`src/anpm_map.vh`:
```
// constants of the negotiation progress monitor block
// assumes a 100 MHz clock and register indices scaled by four for bytes
//
// Functional notes
// - no reply to bursts: run parallel detection, clear partner capable bit
// - parallel detection sets partner bit 5 (10M half) or 7 (100M half)
// - detection done: set complete bit, enable found technology, disable others
// - normal link pulses in reply mean a 10M-only partner without negotiation
// - scrambled 100M idles in reply mean a 100M partner without negotiation
// - bursts in reply set the partner capable bit in expansion register
// - no receive signal sets the consolidated no-signal bit
// - several indications at once: enable nothing, set detection fault bit
// - partner fault sets every remote fault status bit
// - local link fault sends remote fault and sets advertised fault bit
// - with negotiation enabled, start after power-up and on request
// - any reset idles arbiter and monitor and clears progress bits
// - restart reinitialises the arbiter only, monitor and its progress bits kept
// - after completion only a status read or reset changes progress bits
// - link failure or self-clearing restart bit restarts negotiation
// - enable bit toggled one-zero-one restarts negotiation
// - consolidated register shows rate, duplex, link and remote fault copies
// - progress code: complete bit then three progress bits, 0h-8h or Fh
// - between reads, monitor latches arbiter state only when it exceeds held value
// - read returns held code, then latches present state unconditionally
// - after completion first read shows 1/111, later reads 1/000
// - mode priority: 100 full, T4, 100 half, 10 full, 10 half; code never selects T4
// - sent word comes from advertisement, received word stored as partner
`ifndef ANPM_MAP_VH
`define ANPM_MAP_VH

// ==========================================
// register indices, byte address is four times these
`define ANPM_IDX_CTRL 6'd0
`define ANPM_IDX_STAT 6'd1
`define ANPM_IDX_ADV 6'd4
`define ANPM_IDX_LPA 6'd5
`define ANPM_IDX_EXP 6'd6
`define ANPM_IDX_CSR 6'd17
`define ANPM_IDX_MODE 6'd19

// ==========================================
// field positions
`define ANPM_CTRL_SRST 15
`define ANPM_CTRL_ANEN 12
`define ANPM_CTRL_RSTRT 9
`define ANPM_STAT_CMPL 5
`define ANPM_STAT_RF 4
`define ANPM_STAT_ABLE 3
`define ANPM_STAT_LINK 2
`define ANPM_ABIL_RF 13
`define ANPM_ABIL_T4 9
`define ANPM_ABIL_TXFD 8
`define ANPM_ABIL_TXHD 7
`define ANPM_ABIL_10FD 6
`define ANPM_ABIL_10HD 5
`define ANPM_EXP_PDF 4
`define ANPM_EXP_LPAN 0
`define ANPM_CSR_RATE 15
`define ANPM_CSR_DPLX 14
`define ANPM_CSR_CMPL 4
`define ANPM_CSR_NOSIG 3
`define ANPM_CSR_RF 1
`define ANPM_CSR_LINK 0
`define ANPM_MODE_RF 13

// ==========================================
// reset values and timing
`define ANPM_ADV_RST 16'h01e1
`define ANPM_ANEN_RST 1'b1
`define ANPM_CLK_MHZ 16'd100
`define ANPM_TIMER_US 16'd50

`endif

```
`src/anpm_sync.v`:
```
// three-stage level synchroniser for pins from the analog side
// assumes inputs change slowly compared with the clock
`timescale 1ns/10ps
module anpm_sync #(
  parameter W = 3
) (
  // clock and reset
  input wire aclk,
  input wire aresetn,
  // levels
  input wire [W-1:0] d,
  output reg [W-1:0] q
);
  reg [W-1:0] s1;
  reg [W-1:0] s2;
  reg [W-1:0] s3;
  integer i;

  // ==========================================
  // output follows only once stages two and three agree
  always @(posedge aclk)
  begin
    if (!aresetn)
    begin
      s1 <= {W{1'b0}};
      s2 <= {W{1'b0}};
      s3 <= {W{1'b0}};
      q <= {W{1'b0}};
    end
    else
    begin
      s1 <= d;
      s2 <= s1;
      s3 <= s2;
      for (i = 0; i < W; i = i + 1)
        if (s2[i] == s3[i])
          q[i] <= s3[i];
    end
  end
endmodule // anpm_sync

```
`src/anpm_prog_mon.v`:
```
// progress monitor: holds the highest arbitration state seen since the last read
// assumes read_done is a one-cycle pulse after the held code was returned
`timescale 1ns/10ps
module anpm_prog_mon (
  // clock and reset
  input wire aclk,
  input wire aresetn,
  input wire sreset,
  // arbiter side
  input wire [3:0] state_code,
  // management side
  input wire read_done,
  output reg [3:0] code
);
  // ==========================================
  // a restart is deliberately not an input: held bits survive it
  always @(posedge aclk)
  begin
    if (!aresetn || sreset)
      code <= 4'h0;
    else if (read_done)
      code <= state_code;
    else if (state_code > code)
      code <= state_code;
  end
endmodule // anpm_prog_mon

```
`src/anpm_top.v`:
```
// negotiation arbiter, parallel detection and status registers
// assumes receive detectors on this clock and analog pins that are async
`timescale 1ns/10ps
`include "anpm_map.vh"
module anpm_top #(
  parameter [15:0] TIMER_CYC = `ANPM_TIMER_US * `ANPM_CLK_MHZ
) (
  // clock and reset
  input wire aclk,
  input wire aresetn,
  // axi4-lite write address
  input wire [7:0] awaddr,
  input wire awvalid,
  output reg awready,
  // axi4-lite write data
  input wire [31:0] wdata,
  input wire [3:0] wstrb,
  input wire wvalid,
  output reg wready,
  // axi4-lite write response
  output reg [1:0] bresp,
  output reg bvalid,
  input wire bready,
  // axi4-lite read address
  input wire [7:0] araddr,
  input wire arvalid,
  output reg arready,
  // axi4-lite read data
  output reg [31:0] rdata,
  output reg [1:0] rresp,
  output reg rvalid,
  input wire rready,
  // receive detectors, same clock
  input wire rx_flp,
  input wire rx_nlp,
  input wire rx_idle100,
  input wire [15:0] rx_word,
  input wire rx_word_valid,
  // analog pins
  input wire rx_energy,
  input wire local_fault,
  input wire link_ok,
  // transmit and technology control
  output reg tx_flp_en,
  output reg [15:0] tx_word,
  output reg en_100tx,
  output reg en_10t,
  output reg full_duplex
);
  localparam [3:0] ST_IDLE = 4'h0;
  localparam [3:0] ST_XDIS = 4'h1;
  localparam [3:0] ST_ABIL = 4'h2;
  localparam [3:0] ST_ACK = 4'h3;
  localparam [3:0] ST_CACK = 4'h4;
  localparam [3:0] ST_PDCHK = 4'h5;
  localparam [3:0] ST_LGCHK = 4'h6;
  localparam [3:0] ST_PDF = 4'h7;
  localparam [3:0] ST_UP = 4'h8;
  localparam [3:0] ST_DONE = 4'hf;

  // ==========================================
  // functions
  function reg_hit;
    input [5:0] idx;
    begin
      reg_hit = (idx == `ANPM_IDX_CTRL) || (idx == `ANPM_IDX_STAT) ||
                (idx == `ANPM_IDX_ADV) || (idx == `ANPM_IDX_LPA) ||
                (idx == `ANPM_IDX_EXP) || (idx == `ANPM_IDX_CSR) ||
                (idx == `ANPM_IDX_MODE);
    end
  endfunction

  // returns {valid, 100M, full}; T4 ranks second but is never selected
  function [2:0] resolve;
    input [15:0] c;
    begin
      if (c[`ANPM_ABIL_TXFD])
        resolve = 3'b111;
      else if (c[`ANPM_ABIL_TXHD])
        resolve = 3'b110;
      else if (c[`ANPM_ABIL_10FD])
        resolve = 3'b101;
      else if (c[`ANPM_ABIL_10HD])
        resolve = 3'b100;
      else
        resolve = 3'b000;
    end
  endfunction

  function [15:0] merge;
    input [15:0] old;
    input [31:0] d;
    input [3:0] be;
    begin
      merge = old;
      if (be[0])
        merge[7:0] = d[7:0];
      if (be[1])
        merge[15:8] = d[15:8];
    end
  endfunction

  // ==========================================
  // synchronised pins
  wire energy_s;
  wire lfault_s;
  wire link_s;

  anpm_sync #(.W(3)) u_sync (
    .aclk(aclk),
    .aresetn(aresetn),
    .d({rx_energy, local_fault, link_ok}),
    .q({energy_s, lfault_s, link_s})
  );

  // ==========================================
  // state
  reg [3:0] state;
  reg [15:0] tmr;
  reg an_en;
  reg an_en_d;
  reg rstrt;
  reg sreset;
  reg [15:0] adv;
  reg [15:0] lpa;
  reg partner_negotiation_capable;
  reg pd_fault;
  reg an_cmpl;
  reg link_up;
  reg no_sig;
  reg aw_held;
  reg w_held;
  reg [5:0] aw_idx;
  reg [31:0] w_data;
  reg [3:0] w_strb;
  reg [5:0] rd_idx;
  reg [31:0] rd_word;
  wire [3:0] prog;

  wire wr_go = aw_held && w_held && !bvalid;
  wire rd_done = rvalid && rready;
  wire csr_read = rd_done && (rd_idx == `ANPM_IDX_CSR);
  wire exp_read = rd_done && (rd_idx == `ANPM_IDX_EXP);
  wire multi = (rx_flp & rx_nlp) | (rx_flp & rx_idle100) | (rx_nlp & rx_idle100);
  wire tmr_done = (tmr == 16'h0000);
  wire restart = rstrt || (an_en && !an_en_d) ||
                 (state == ST_UP && !link_s);
  wire [2:0] tech = resolve(adv & lpa);
  wire hw_rst = !aresetn || sreset;

  anpm_prog_mon u_mon (
    .aclk(aclk),
    .aresetn(aresetn),
    .sreset(sreset),
    .state_code(state),
    .read_done(csr_read),
    .code(prog)
  );

  // ==========================================
  // axi4-lite slave
  always @(posedge aclk)
  begin
    if (!aresetn)
    begin
      awready <= 1'b1;
      wready <= 1'b1;
      bvalid <= 1'b0;
      bresp <= 2'b00;
      aw_held <= 1'b0;
      w_held <= 1'b0;
      aw_idx <= 6'h00;
      w_data <= 32'h00000000;
      w_strb <= 4'h0;
      arready <= 1'b1;
      rvalid <= 1'b0;
      rdata <= 32'h00000000;
      rresp <= 2'b00;
      rd_idx <= 6'h00;
    end
    else
    begin
      if (awvalid && awready)
      begin
        awready <= 1'b0;
        aw_held <= 1'b1;
        aw_idx <= awaddr[7:2];
      end
      if (wvalid && wready)
      begin
        wready <= 1'b0;
        w_held <= 1'b1;
        w_data <= wdata;
        w_strb <= wstrb;
      end
      if (wr_go)
      begin
        aw_held <= 1'b0;
        w_held <= 1'b0;
        bvalid <= 1'b1;
        bresp <= reg_hit(aw_idx) ? 2'b00 : 2'b10;
      end
      if (bvalid && bready)
      begin
        bvalid <= 1'b0;
        awready <= 1'b1;
        wready <= 1'b1;
      end
      if (arvalid && arready)
      begin
        arready <= 1'b0;
        rvalid <= 1'b1;
        rdata <= rd_word;
        rresp <= reg_hit(araddr[7:2]) ? 2'b00 : 2'b10;
        rd_idx <= araddr[7:2];
      end
      if (rd_done)
      begin
        rvalid <= 1'b0;
        arready <= 1'b1;
      end
    end
  end

  // ==========================================
  // read mux
  always @*
  begin
    rd_word = 32'h00000000;
    case (araddr[7:2])
      `ANPM_IDX_CTRL:
      begin
        rd_word[`ANPM_CTRL_ANEN] = an_en;
        rd_word[`ANPM_CTRL_RSTRT] = rstrt;
      end
      `ANPM_IDX_STAT:
      begin
        rd_word[`ANPM_STAT_CMPL] = an_cmpl;
        rd_word[`ANPM_STAT_RF] = lpa[`ANPM_ABIL_RF];
        rd_word[`ANPM_STAT_ABLE] = 1'b1;
        rd_word[`ANPM_STAT_LINK] = link_up;
      end
      `ANPM_IDX_ADV:
        rd_word[15:0] = adv;
      `ANPM_IDX_LPA:
        rd_word[15:0] = lpa;
      `ANPM_IDX_EXP:
      begin
        rd_word[`ANPM_EXP_PDF] = pd_fault;
        rd_word[`ANPM_EXP_LPAN] = partner_negotiation_capable;
      end
      `ANPM_IDX_CSR:
      begin
        rd_word[`ANPM_CSR_RATE] = en_100tx;
        rd_word[`ANPM_CSR_DPLX] = full_duplex;
        rd_word[13:11] = prog[2:0];
        rd_word[`ANPM_CSR_CMPL] = prog[3];
        rd_word[`ANPM_CSR_NOSIG] = no_sig;
        rd_word[`ANPM_CSR_RF] = lpa[`ANPM_ABIL_RF];
        rd_word[`ANPM_CSR_LINK] = link_up;
      end
      `ANPM_IDX_MODE:
        rd_word[`ANPM_MODE_RF] = lpa[`ANPM_ABIL_RF];
      default:
        rd_word = 32'h00000000;
    endcase
  end

  // ==========================================
  // software registers
  always @(posedge aclk)
  begin
    if (!aresetn)
    begin
      an_en <= `ANPM_ANEN_RST;
      an_en_d <= `ANPM_ANEN_RST;
      rstrt <= 1'b0;
      sreset <= 1'b0;
      adv <= `ANPM_ADV_RST;
    end
    else
    begin
      an_en_d <= an_en;
      rstrt <= 1'b0; // self-clearing, visible one cycle at most
      sreset <= 1'b0;
      if (wr_go && aw_idx == `ANPM_IDX_CTRL)
      begin
        if (w_strb[1])
        begin
          an_en <= w_data[`ANPM_CTRL_ANEN];
          rstrt <= w_data[`ANPM_CTRL_RSTRT];
          sreset <= w_data[`ANPM_CTRL_SRST];
        end
      end
      if (wr_go && aw_idx == `ANPM_IDX_ADV)
        adv <= merge(adv, w_data, w_strb);
      // hardware set wins over a software write
      if (lfault_s)
        adv[`ANPM_ABIL_RF] <= 1'b1;
    end
  end

  // ==========================================
  // arbitration machine and detection results
  always @(posedge aclk)
  begin
    if (hw_rst)
    begin
      state <= ST_IDLE;
      tmr <= TIMER_CYC;
      lpa <= 16'h0000;
      partner_negotiation_capable <= 1'b0;
      pd_fault <= 1'b0;
      an_cmpl <= 1'b0;
      en_100tx <= 1'b0;
      en_10t <= 1'b0;
      full_duplex <= 1'b0;
      tx_flp_en <= 1'b0;
      tx_word <= 16'h0000;
      link_up <= 1'b0;
      no_sig <= 1'b0;
    end
    else
    begin
      no_sig <= !energy_s;
      link_up <= link_s && (state == ST_UP);
      tx_word <= adv;
      tx_flp_en <= (state == ST_ABIL) || (state == ST_ACK) || (state == ST_CACK);
      if (!tmr_done)
        tmr <= tmr - 16'd1;
      // pd fault flag: a new fault wins over the clearing read
      if (exp_read)
        pd_fault <= 1'b0;
      if (!an_en)
      begin
        state <= ST_IDLE;
        an_cmpl <= 1'b0;
        en_100tx <= 1'b0;
        en_10t <= 1'b0;
        full_duplex <= 1'b0;
      end
      else if (restart)
      begin
        state <= ST_XDIS;
        tmr <= TIMER_CYC;
        an_cmpl <= 1'b0;
        en_100tx <= 1'b0;
        en_10t <= 1'b0;
        // duplex follows the enables, never left over from the last link
        full_duplex <= 1'b0;
      end
      else
      begin
        case (state)
          ST_IDLE:
          begin
            state <= ST_XDIS;
            tmr <= TIMER_CYC;
          end
          ST_XDIS:
            if (tmr_done)
            begin
              state <= ST_ABIL;
              tmr <= TIMER_CYC;
            end
          ST_ABIL:
            if (multi)
            begin
              state <= ST_PDF;
              pd_fault <= 1'b1;
              en_100tx <= 1'b0;
              en_10t <= 1'b0;
            end
            else if (rx_flp)
            begin
              state <= ST_ACK;
              partner_negotiation_capable <= 1'b1;
            end
            else if (rx_nlp)
            begin
              state <= ST_PDCHK;
              tmr <= TIMER_CYC;
              partner_negotiation_capable <= 1'b0;
              lpa <= 16'h0000 | (16'h0001 << `ANPM_ABIL_10HD);
            end
            else if (rx_idle100)
            begin
              state <= ST_PDCHK;
              tmr <= TIMER_CYC;
              partner_negotiation_capable <= 1'b0;
              lpa <= 16'h0000 | (16'h0001 << `ANPM_ABIL_TXHD);
            end
          ST_ACK:
            if (rx_word_valid)
            begin
              lpa <= rx_word;
              state <= ST_CACK;
              tmr <= TIMER_CYC;
            end
          ST_CACK:
            if (tmr_done)
            begin
              state <= ST_LGCHK;
              tmr <= TIMER_CYC;
            end
          ST_PDCHK, ST_LGCHK:
            if (!tech[2])
              state <= ST_XDIS;
            else if (link_s)
              state <= ST_DONE;
            else if (tmr_done)
            begin
              state <= ST_XDIS;
              tmr <= TIMER_CYC;
            end
          ST_PDF:
            if (tmr_done)
            begin
              state <= ST_ABIL;
              tmr <= TIMER_CYC;
            end
          ST_DONE:
          begin
            state <= ST_UP;
            an_cmpl <= 1'b1;
            en_100tx <= tech[1];
            en_10t <= !tech[1];
            full_duplex <= tech[0];
          end
          ST_UP:
            state <= ST_UP; // link failure handled as a restart
          default:
            state <= ST_IDLE;
        endcase
      end
    end
  end
endmodule // anpm_top

```
`config.mk`:
```
export PLATFORM = sky130hd
export DESIGN_NAME = anpm_top
export DESIGN_NICKNAME = d
export VERILOG_FILES = /design/src/anpm_sync.v /design/src/anpm_prog_mon.v /design/src/anpm_top.v
export VERILOG_INCLUDE_DIRS = /design/src /design/src/src
export SDC_FILE = /design/constraint.sdc
export NUM_CORES = 1
export LEC_CHECK = 0
export BUFFER_PORTS_ARGS = -buffer_cell sky130_fd_sc_hd__buf_4
export CELL_PAD_IN_SITES_DETAIL_PLACEMENT = 1
export CELL_PAD_IN_SITES_GLOBAL_PLACEMENT = 2
export CORE_MARGIN = 3
export CORE_UTILIZATION = 35
export DETAILED_ROUTE_END_ITERATION = 6
export PLACE_DENSITY_LB_ADDON = 0.08
export SYNTH_ARGS = -nofsm -noshare
export SYNTH_HDL_FRONTEND = slang
export SYNTH_SLANG_ARGS = --single-unit
```
`constraint.sdc`:
```
create_clock -name aclk -period 3.2 [get_ports aclk]
set_input_delay 0.32 -clock aclk [delete_from_list [all_inputs] [get_ports aclk]]
set_output_delay 0.32 -clock aclk [all_outputs]
set_load 0.01 [all_outputs]
```
==> flow_metrics.tcl, run 1 <==
set metrics [dict create \
    status "complete, no violations" \
    min_path_type "in2reg" \
    rsz0062_at_grt "no" \
    yosys_warnings 0 \
    synth_edf_count 0 \
    end_kind "register" \
    globalplace.congestion 0.833 \
    worst_ep_required_time_ns 3.54 \
    post_cts_buffers 0 \
    areaGrowthSynthToFinish_pct 21.4 \
    vias 5699 \
    clockBufferDepth 2 \
    drive_gt1_frac 0.197 \
    postPlaceCellArea_um2 7520 \
    rrSetupSlack_ns 0.62 \
    max_freq_ghz 0.387 \
    final.setup.worst_slack_ns 0.618 \
    setup_viol 0 \
    rows 49 \
    grt.total_usage 0.193 \
    hold_viol 0 \
    grt_max_degree 71 \
    synth.distinct_cells 72 \
    wl_per_cell_um 18.0 \
    synth-seq-cells 152 \
    power.leakage_nw 3.21 \
    place_inst 1057 \
    slew_viol_final 0 \
    synth_mux_area_frac 0.0173 \
    grt_pass1_vias 5913 \
    synthAdderAreaFrac 0.0162 \
    ioPinCount 143 \
    fill_cells 2126 \
    synth_area_leaders "dfxtp_1, nand2_1, a21boi_0" \
    worst_pin_slew_ns 1.18 \
    route.antenna.remaining_nets 0 \
    syn_avg_cell_area_um2 8.79 \
    r2r-end "lpa[6]$_SDFFE_PP0P_" \
    drt_iter0_drc 239 \
    synth-simple-area-share 0.245 \
    postCtsHoldBufs 0 \
    synth-main-ff-cell "dfxtp_1" \
    path_class "reg2reg" \
    layout.nets 936 \
    path_max_fanout 17 \
    synthMostInstantiatedCell "dfxtp_1" \
    insertedDiodeCount 0 \
    max-cap-violations 0 \
    start_util 0.363 \
    synth_area_um2 6660 \
    critPathLaunchType "register" \
    synth_cells 758 \
    cts_resized 0 \
    die-area_um2 20700 \
    drc 0 \
    fin_skew_ns 0.0125 \
    fin_cells 1089 \
    cts_num_sinks 152 \
    regToRegStartpoint "state[2]$_SDFFE_PP0P_" \
    drtPass1Iterations 5 \
    async_flop_share 0 \
    grt_pass1_wl_mm 31.4 \
    cts_root_buf "clkbuf_16" \
    synth-seq-area-share 0.457 \
    hold_path_depth 2 \
    die_y_um 144 \
    min_period_ns 2.58 \
    vdd.ir_drop.worst_mv 0.332 \
    synth_top_area_share 0.457 \
    slew_headroom 0.210 \
    synth_top_cell_by_area "dfxtp_1" \
    antenna_found_initial 0 \
    cellPowerDensity_nw_per_um2 636 \
    vias_per_cell 5.23 \
    hold_ws_ns 0.0915 \
    worstPathArrival_ns 2.93 \
    finalWirelength_mm 19.6 \
    core_um2 18300 \
    clk_pin_slew_ns 0.07 \
    yosys-top-cells-count "dfxtp_1, nand2_1, nor2_1" \
    synth_xor_xnor_area_share 0.0171 \
    reg2reg_depth 6 \
    die_w_um 144 \
    htree_levels 4 \
    synth_top_family_by_area "simple AND/OR/NAND/NOR gates" \
    synth_compound_area_frac 0.184 \
    place_ws_ns 0.641 \
    final_area_um2 8090 \
    critPathLaunch "state[2]$_SDFFE_PP0P_" \
    period_share 0.807 \
    numCtsBuffers 17 \
    dpl.hpwl_mm 14.6 \
    fin_setup_tns_ns 0 \
    cts_tree "yes" \
    cp-endpoint "lpa[6]$_SDFFE_PP0P_" \
    port_buffers 102 \
    clock_latency_ns 0.42 \
    grt-ovfl-total 0 \
]
==> state kept, by name, summed over array words and instances, names as in the netlist, 2 cells and up <==
register and count:
adv 16, lpa 16, rdata 16, tmr 16, tx_word 16, w_data 16
aw_idx 6, rd_idx 6, state 4, u_mon.code 4, u_sync.q 3, u_sync.s1 3
u_sync.s2 3, u_sync.s3 3, w_strb 2
==> cell usage in the layout, fill, tap and decap left out, types with 10 or more instances in the layout <==
cell,n
and2_1,28
nor2_1,51
nand2b_1,10
inv_1,16
nor3_1,12
a221oi_1,10
o21ai_0,25
dfxtp_1,152
a21oi_1,44
nand3_1,38
nand2_1,112
nor4_1,12
clkbuf_16,17
mux2i_1,10
buf_4,113
a21boi_0,38
conb_1,18
==> report_power, final <==
| group | internal (mW) | switching, mW |
|---|---|---|
| logic | 0.449 | 0.611 |
| registers | 2.02 | 0.158 |
| clock network | 1.02 | 0.881 |
==> logic make-up after synthesis <==
| kind of cell | count (synthesis) |
|---|---|
| buffers and inverters | 77 |
| DFF | 152 |
| adders and majority gates | 9 |
| and+or+nand+nor | 318 |
| xor gates and xnor gates | 13 |
| other | 1 |
| AOI/OAI and AO/OA | 177 |
| muxes | 11 |
==> per-layer routing <==
metal | share of wire | global-route usage
met5 | 0 | 0
met4 | 0.0059 | 0.0436
met3 | 0.039 | 0.0417
met2 | 0.50 | 0.328
met1 | 0.46 | 0.254
==> critical path, stage by stage (launching register included) <==
cell and delay (ns):
dfxtp_1 0.68, or4b_4 0.26, o211a_4 0.18, nand2_4 0.06
nor3_2 0.89, nand3_1 0.24, a21oi_2 0.18
==> cell type report <==
cell class              instances  area, um^2  area share
flip-flops and latches        152        3040       0.376
inverters                      17        63.8     0.00789
clock inverters                15         141      0.0175
multi-input cells             546        3280       0.405
clock buffers                  17         425      0.0526
repair buffers                113         848       0.105
well taps                     229         287      0.0354
==> worst min-delay path by stage <==
| stage | startpoint | end | slack, ns |
|---|---|---|---|
| floorplan | u_sync.q[2]$_SDFFE_PN0N_ | no_sig$_SDFF_PP0_ | 0.41 |
| global placement | u_sync.s1[1]$_SDFF_PN0_ | u_sync.s2[1]$_SDFF_PN0_ | 0.42 |
| detailed placement | u_sync.s1[2]$_SDFF_PN0_ | u_sync.s2[2]$_SDFF_PN0_ | 0.42 |
| CTS | wvalid | wready$_SDFFE_PP1P_ | 0.08 |
| global route | wvalid | wready$_SDFFE_PP1P_ | 0.08 |
| finish | wvalid | wready$_SDFFE_PP1P_ | 0.09 |
==> per-stage QoR <==
step           total power [mW]  utilization
2_1_floorplan              2.94            -
3_3_place_gp               3.23        0.410
3_5_place_dp               3.28        0.410
4_1_cts                    5.19        0.441
5_1_grt                    5.42        0.441
6_report                   5.14        0.441
Note: power is estimated with default switching activity, not from simulation.
==> run 2: changes to the inputs <==
CORE_UTILIZATION = 32   (was 35)
clock period = 2.5 ns   (was 3.2 ns; I/O delays follow)
==> run 2 against run 1 <==
Final area grew 2.2%. Via count grew 2.5%. Final cell count grew 4.9%. Clock skew shrank 0.00073 ns. Combinational power grew 34%. Hold slack lost 0.071 ns. First-iteration DRC count grew 21%. Largest cell class unchanged. Count of clock-buffer cells in the layout grew 1.
==> flow_metrics.tcl, run 2 (synthesis results as in run 1) <==
set metrics [dict create \
    status "complete, no violations" \
    cellPowerDensity_nw_per_um2 821 \
    wl_per_cell_um 17.8 \
    max_freq_ghz 0.452 \
    die_w_um 150 \
    drtPass1Iterations 5 \
    port_buffers 102 \
    clock_latency_ns 0.43 \
    place_ws_ns 0.233 \
    vias_per_cell 5.11 \
    grt.total_usage 0.184 \
    slew_headroom 0.462 \
    die_y_um 150 \
    drt_iter0_drc 289 \
    vias 5840 \
    layout.nets 948 \
    end_kind "register" \
    route.antenna.remaining_nets 0 \
    slew_viol_final 0 \
    hold_viol 0 \
    worst_ep_required_time_ns 2.87 \
    fin_setup_tns_ns 0 \
    path_class "reg2reg" \
    power.leakage_nw 3.30 \
    globalplace.congestion 0.818 \
    vdd.ir_drop.worst_mv 0.481 \
    period_share 0.885 \
    areaGrowthSynthToFinish_pct 24.0 \
    worstPathArrival_ns 2.58 \
    rsz0062_at_grt "no" \
    finalWirelength_mm 20.3 \
    critPathLaunchType "register" \
    die-area_um2 22600 \
    path_max_fanout 13 \
    layout_common_cells "dfxtp_1, buf_4, nand2_1, nor2_1, a21oi_1" \
    min_period_ns 2.21 \
    insertedDiodeCount 0 \
    numCtsBuffers 17 \
    max-cap-violations 0 \
    antenna_found_initial 0 \
    drive_gt1_frac 0.206 \
    start_util 0.327 \
    setup_viol 0 \
    fin_skew_ns 0.0117 \
    cts_tree "yes" \
    grt-ovfl-total 0 \
    ioPinCount 143 \
    dpl.hpwl_mm 14.8 \
    hold_ws_ns 0.0206 \
    clk_pin_slew_ns 0.07 \
    core_um2 20400 \
    grt_max_degree 87 \
    worst_pin_slew_ns 0.800 \
    min_path_type "in2reg" \
    rows 52 \
    drc 0 \
    final.setup.worst_slack_ns 0.287 \
    htree_levels 4 \
    clockBufferDepth 2 \
    cts_num_sinks 152 \
    final_common_cell "dfxtp_1" \
    grt_pass1_vias 5980 \
    cts_root_buf "clkbuf_16" \
    grt_pass1_wl_mm 32.3 \
]
==> run 2: cell count changes in the layout (fill, tap and decap cells not counted), sizes merged <==
cell	previous run	this run
buf	113	124
clkbuf	17	18
dlygate4sd3	0	1
clkinv	7	3
clkinvlp	3	1
inv	22	26
bufinv	0	1
==> run 2: final cells by class <==
cell class              instances  area (um^2)
clock inverters                14          153
well taps                     270          338
inverters                      17         63.8
clock buffers                  18          439
repair buffers                125          941
multi-input cells             546         3280
fillers                      2393        12100
flip-flops and latches        152         3040
==> run 2: where the power goes <==
| part | internal (mW) | total (mW) | switching (mW) |
|---|---|---|---|
| sequential | 2.58 | 2.77 | 0.182 |
| clock | 1.44 | 2.60 | 1.16 |
| combinational | 0.610 | 1.42 | 0.808 |
| total | 4.64 | 6.78 | 2.15 |
==> run 2: repair_timing <==
item,4_1_cts,5_1_grt
hold buffers,1,0
endpoints found under the hold margin,1,0
endpoints found under the setup margin,0,1
buffers inserted,0,0
gates resized for setup,0,1
==> run 2: layer usage <==
layer,track usage,up-vias,share of wire
met4,0.0499,0,0.011
met2,0.313,113,0.50
met1,0.240,2871,0.46
met5,0,-,0
li1,-,2837,-
met3,0.0322,19,0.037
==> run 2: worst paths after layout <==
check | depth (start not counted) | from | slack [ns] | to
max | 7 | tmr[4]$_SDFF_PP0_ | 0.29 | tmr[12]$_SDFF_PP1_
min | 2 | local_fault | 0.02 | u_sync.s1[1]$_SDFF_PN0_
max reg2reg | 7 | tmr[4]$_SDFF_PP0_ | 0.29 | tmr[12]$_SDFF_PP1_
min reg2reg | 1 | u_sync.s1[2]$_SDFF_PN0_ | 0.44 | u_sync.s2[2]$_SDFF_PN0_
==> run 2: worst max-delay path, cell delays in order (launching register included) <==
cell and delay [ns]:
dfxtp_1 0.37, nor4_1 0.53, and4_1 0.50, o21a_1 0.22, nand2_1 0.08, a21oi_2 0.13
buf_4 0.20, or2_2 0.13
==> run 2: through the flow <==
step | area, um^2 | power, mW | cells | utilization
after floorplan | 6730 | 3.77 | 775 | -
after global placement | 7650 | 4.18 | 1109 | 0.376
after detailed placement | 7650 | 4.23 | 1109 | 0.376
after CTS | 8260 | 6.86 | 1142 | 0.405
after global routing | 8260 | 7.15 | 1142 | 0.406
final | 8260 | 6.78 | 1142 | 0.406
==> run 3: changes to the inputs <==
PLACE_DENSITY_LB_ADDON = 0.1   (was 0.08)
==> run 3 against run 2 <==
Final area up 0.51%. Global-route usage up 0.25 points. Power up 0.47%. Critical endpoint is now tmr[0]$_SDFF_PP0_. Largest cell class unchanged.
==> flow_metrics.tcl, run 3 (synthesis results as in run 1) <==
set metrics [dict create \
    critPathLaunchType "register" \
    clockBufferDepth 2 \
    drt_iter0_drc 311 \
    port_buffers 102 \
    status "complete, no violations" \
    layout.nets 954 \
    final_common_cell "dfxtp_1" \
    hp-start "local_fault" \
    grt_pass1_wl_mm 32.7 \
    grt_use_met1 0.247 \
    use_met2 0.301 \
    cts_num_sinks 152 \
    rows 52 \
    grt-ovfl-total 0 \
    antenna_found_initial 0 \
    clock_latency_ns 0.43 \
    fin_skew_ns 0.0129 \
    grt_max_degree 80 \
    hold_viol 0 \
    numCtsBuffers 17 \
    wl_per_cell_um 18.0 \
    postPlaceCellArea_um2 7700 \
    slew_viol_final 0 \
    r2r-end "tmr[0]$_SDFF_PP0_" \
    met3_usage 0.0325 \
    top_usage_layer "met2" \
    die_w_um 150 \
    clk_pin_slew_ns 0.07 \
    cts_root_buf "clkbuf_16" \
    vias_per_cell 5.08 \
    cts_tree "yes" \
    reg2reg_depth 8 \
    total_power_mw 6.82 \
    start_util 0.327 \
    holdPathEnd "u_sync.s1[1]$_SDFF_PN0_" \
    worstPathArrival_ns 2.60 \
    regToRegStartpoint "tmr[1]$_SDFF_PP0_" \
    die_y_um 150 \
    final_area_um2 8300 \
    grt_pass1_vias 6140 \
    areaGrowthSynthToFinish_pct 24.6 \
    dpl.hpwl_mm 15.3 \
    htree_levels 4 \
    worst_ep_required_time_ns 2.85 \
    period_share 0.899 \
    max-cap-violations 0 \
    drive_gt1_frac 0.212 \
    place_inst 1115 \
    setup_viol 0 \
    rrSetupSlack_ns 0.25 \
    path_class "reg2reg" \
    min_period_ns 2.25 \
    die-area_um2 22600 \
    power.leakage_nw 3.31 \
    end_kind "register" \
    drc 0 \
    finalWirelength_mm 20.7 \
    globalplace.congestion 0.839 \
    rsz0062_at_grt "no" \
    core_um2 20400 \
    ioPinCount 143 \
    worst_pin_slew_ns 0.881 \
    path_max_fanout 8 \
    grt.total_usage 0.186 \
    fin_setup_tns_ns 0 \
    vdd.ir_drop.worst_mv 0.456 \
    insertedDiodeCount 0 \
    utilization 0.408 \
    layout_common_cells "dfxtp_1, buf_4, nand2_1, nor2_1, a21oi_1" \
    drtPass1Iterations 5 \
    hold_path_depth 2 \
    max_freq_ghz 0.445 \
    cellPowerDensity_nw_per_um2 821 \
    min_path_type "in2reg" \
    slew_headroom 0.413 \
    fin_cells 1148 \
    vias 5828 \
    route.antenna.remaining_nets 0 \
]
run 3: report_power, final:
part / internal, mW / total (mW) / switching [mW]
registers: 2.58 / 2.76 / 0.174
logic: 0.626 / 1.46 / 0.835
clock network: 1.49 / 2.60 / 1.11
total: 4.70 / 6.82 / 2.12
run 3: per-layer routing:
| layer | wire length [um] | vias to the layer above |
|---|---|---|
| met5 | 0 | - |
| met4 | 433 | 0 |
| met3 | 690 | 24 |
| met2 | 9980 | 105 |
| met1 | 9550 | 2850 |
| li1 | - | 2849 |
run 3: worst max-delay path: stages (launching register included):
cell and delay (ns):
dfxtp_1 0.41, inv_1 0.10, ha_1 0.19, nor4b_2 0.17, and4_1 0.30, inv_2 0.17
ha_1 0.16, or4b_2 0.57, o21ai_0 0.10
run 3: worst max-delay path by stage:
stage	startpoint	depth (start not counted)	to	slack, ns
after floorplan	tmr[0]$_SDFF_PP0_	9	tmr[0]$_SDFF_PP0_	0.50
after global placement	rx_idle100	6	lpa[3]$_SDFFE_PP0P_	0.22
after detailed placement	rx_idle100	6	lpa[6]$_SDFFE_PP0P_	0.10
after CTS	state[2]$_SDFFE_PP0P_	6	lpa[6]$_SDFFE_PP0P_	0.13
after global routing	tmr[0]$_SDFF_PP0_	9	tmr[1]$_SDFF_PP0_	0.12
final	tmr[1]$_SDFF_PP0_	8	tmr[0]$_SDFF_PP0_	0.25
run 3: what timing repair did:
item / in CTS / in global routing
hold buffers: 1 / 0
endpoints found under the hold margin: 1 / 0
setup buffers: 0 / 0
setup endpoints to repair: 0 / 3
resized for setup: 0 / 1
run 3: final cells by class:
type	instances	area [um^2]
clock buffers	17	425
clock inverters	15	164
fillers	2394	12100
inverters	17	63.8
multi-input cells	546	3280
flip-flops and latches	152	3040
well taps	270	338
repair buffers	131	986
run 3: metrics by stage:
stage	setup slack [ns]	hold WS, ns
2_1_floorplan	0.500	0.346
3_3_place_gp	0.224	0.417
3_5_place_dp	0.102	0.420
4_1_cts	0.135	0.00316
5_1_grt	0.115	0.0160
6_report	0.253	0.0227
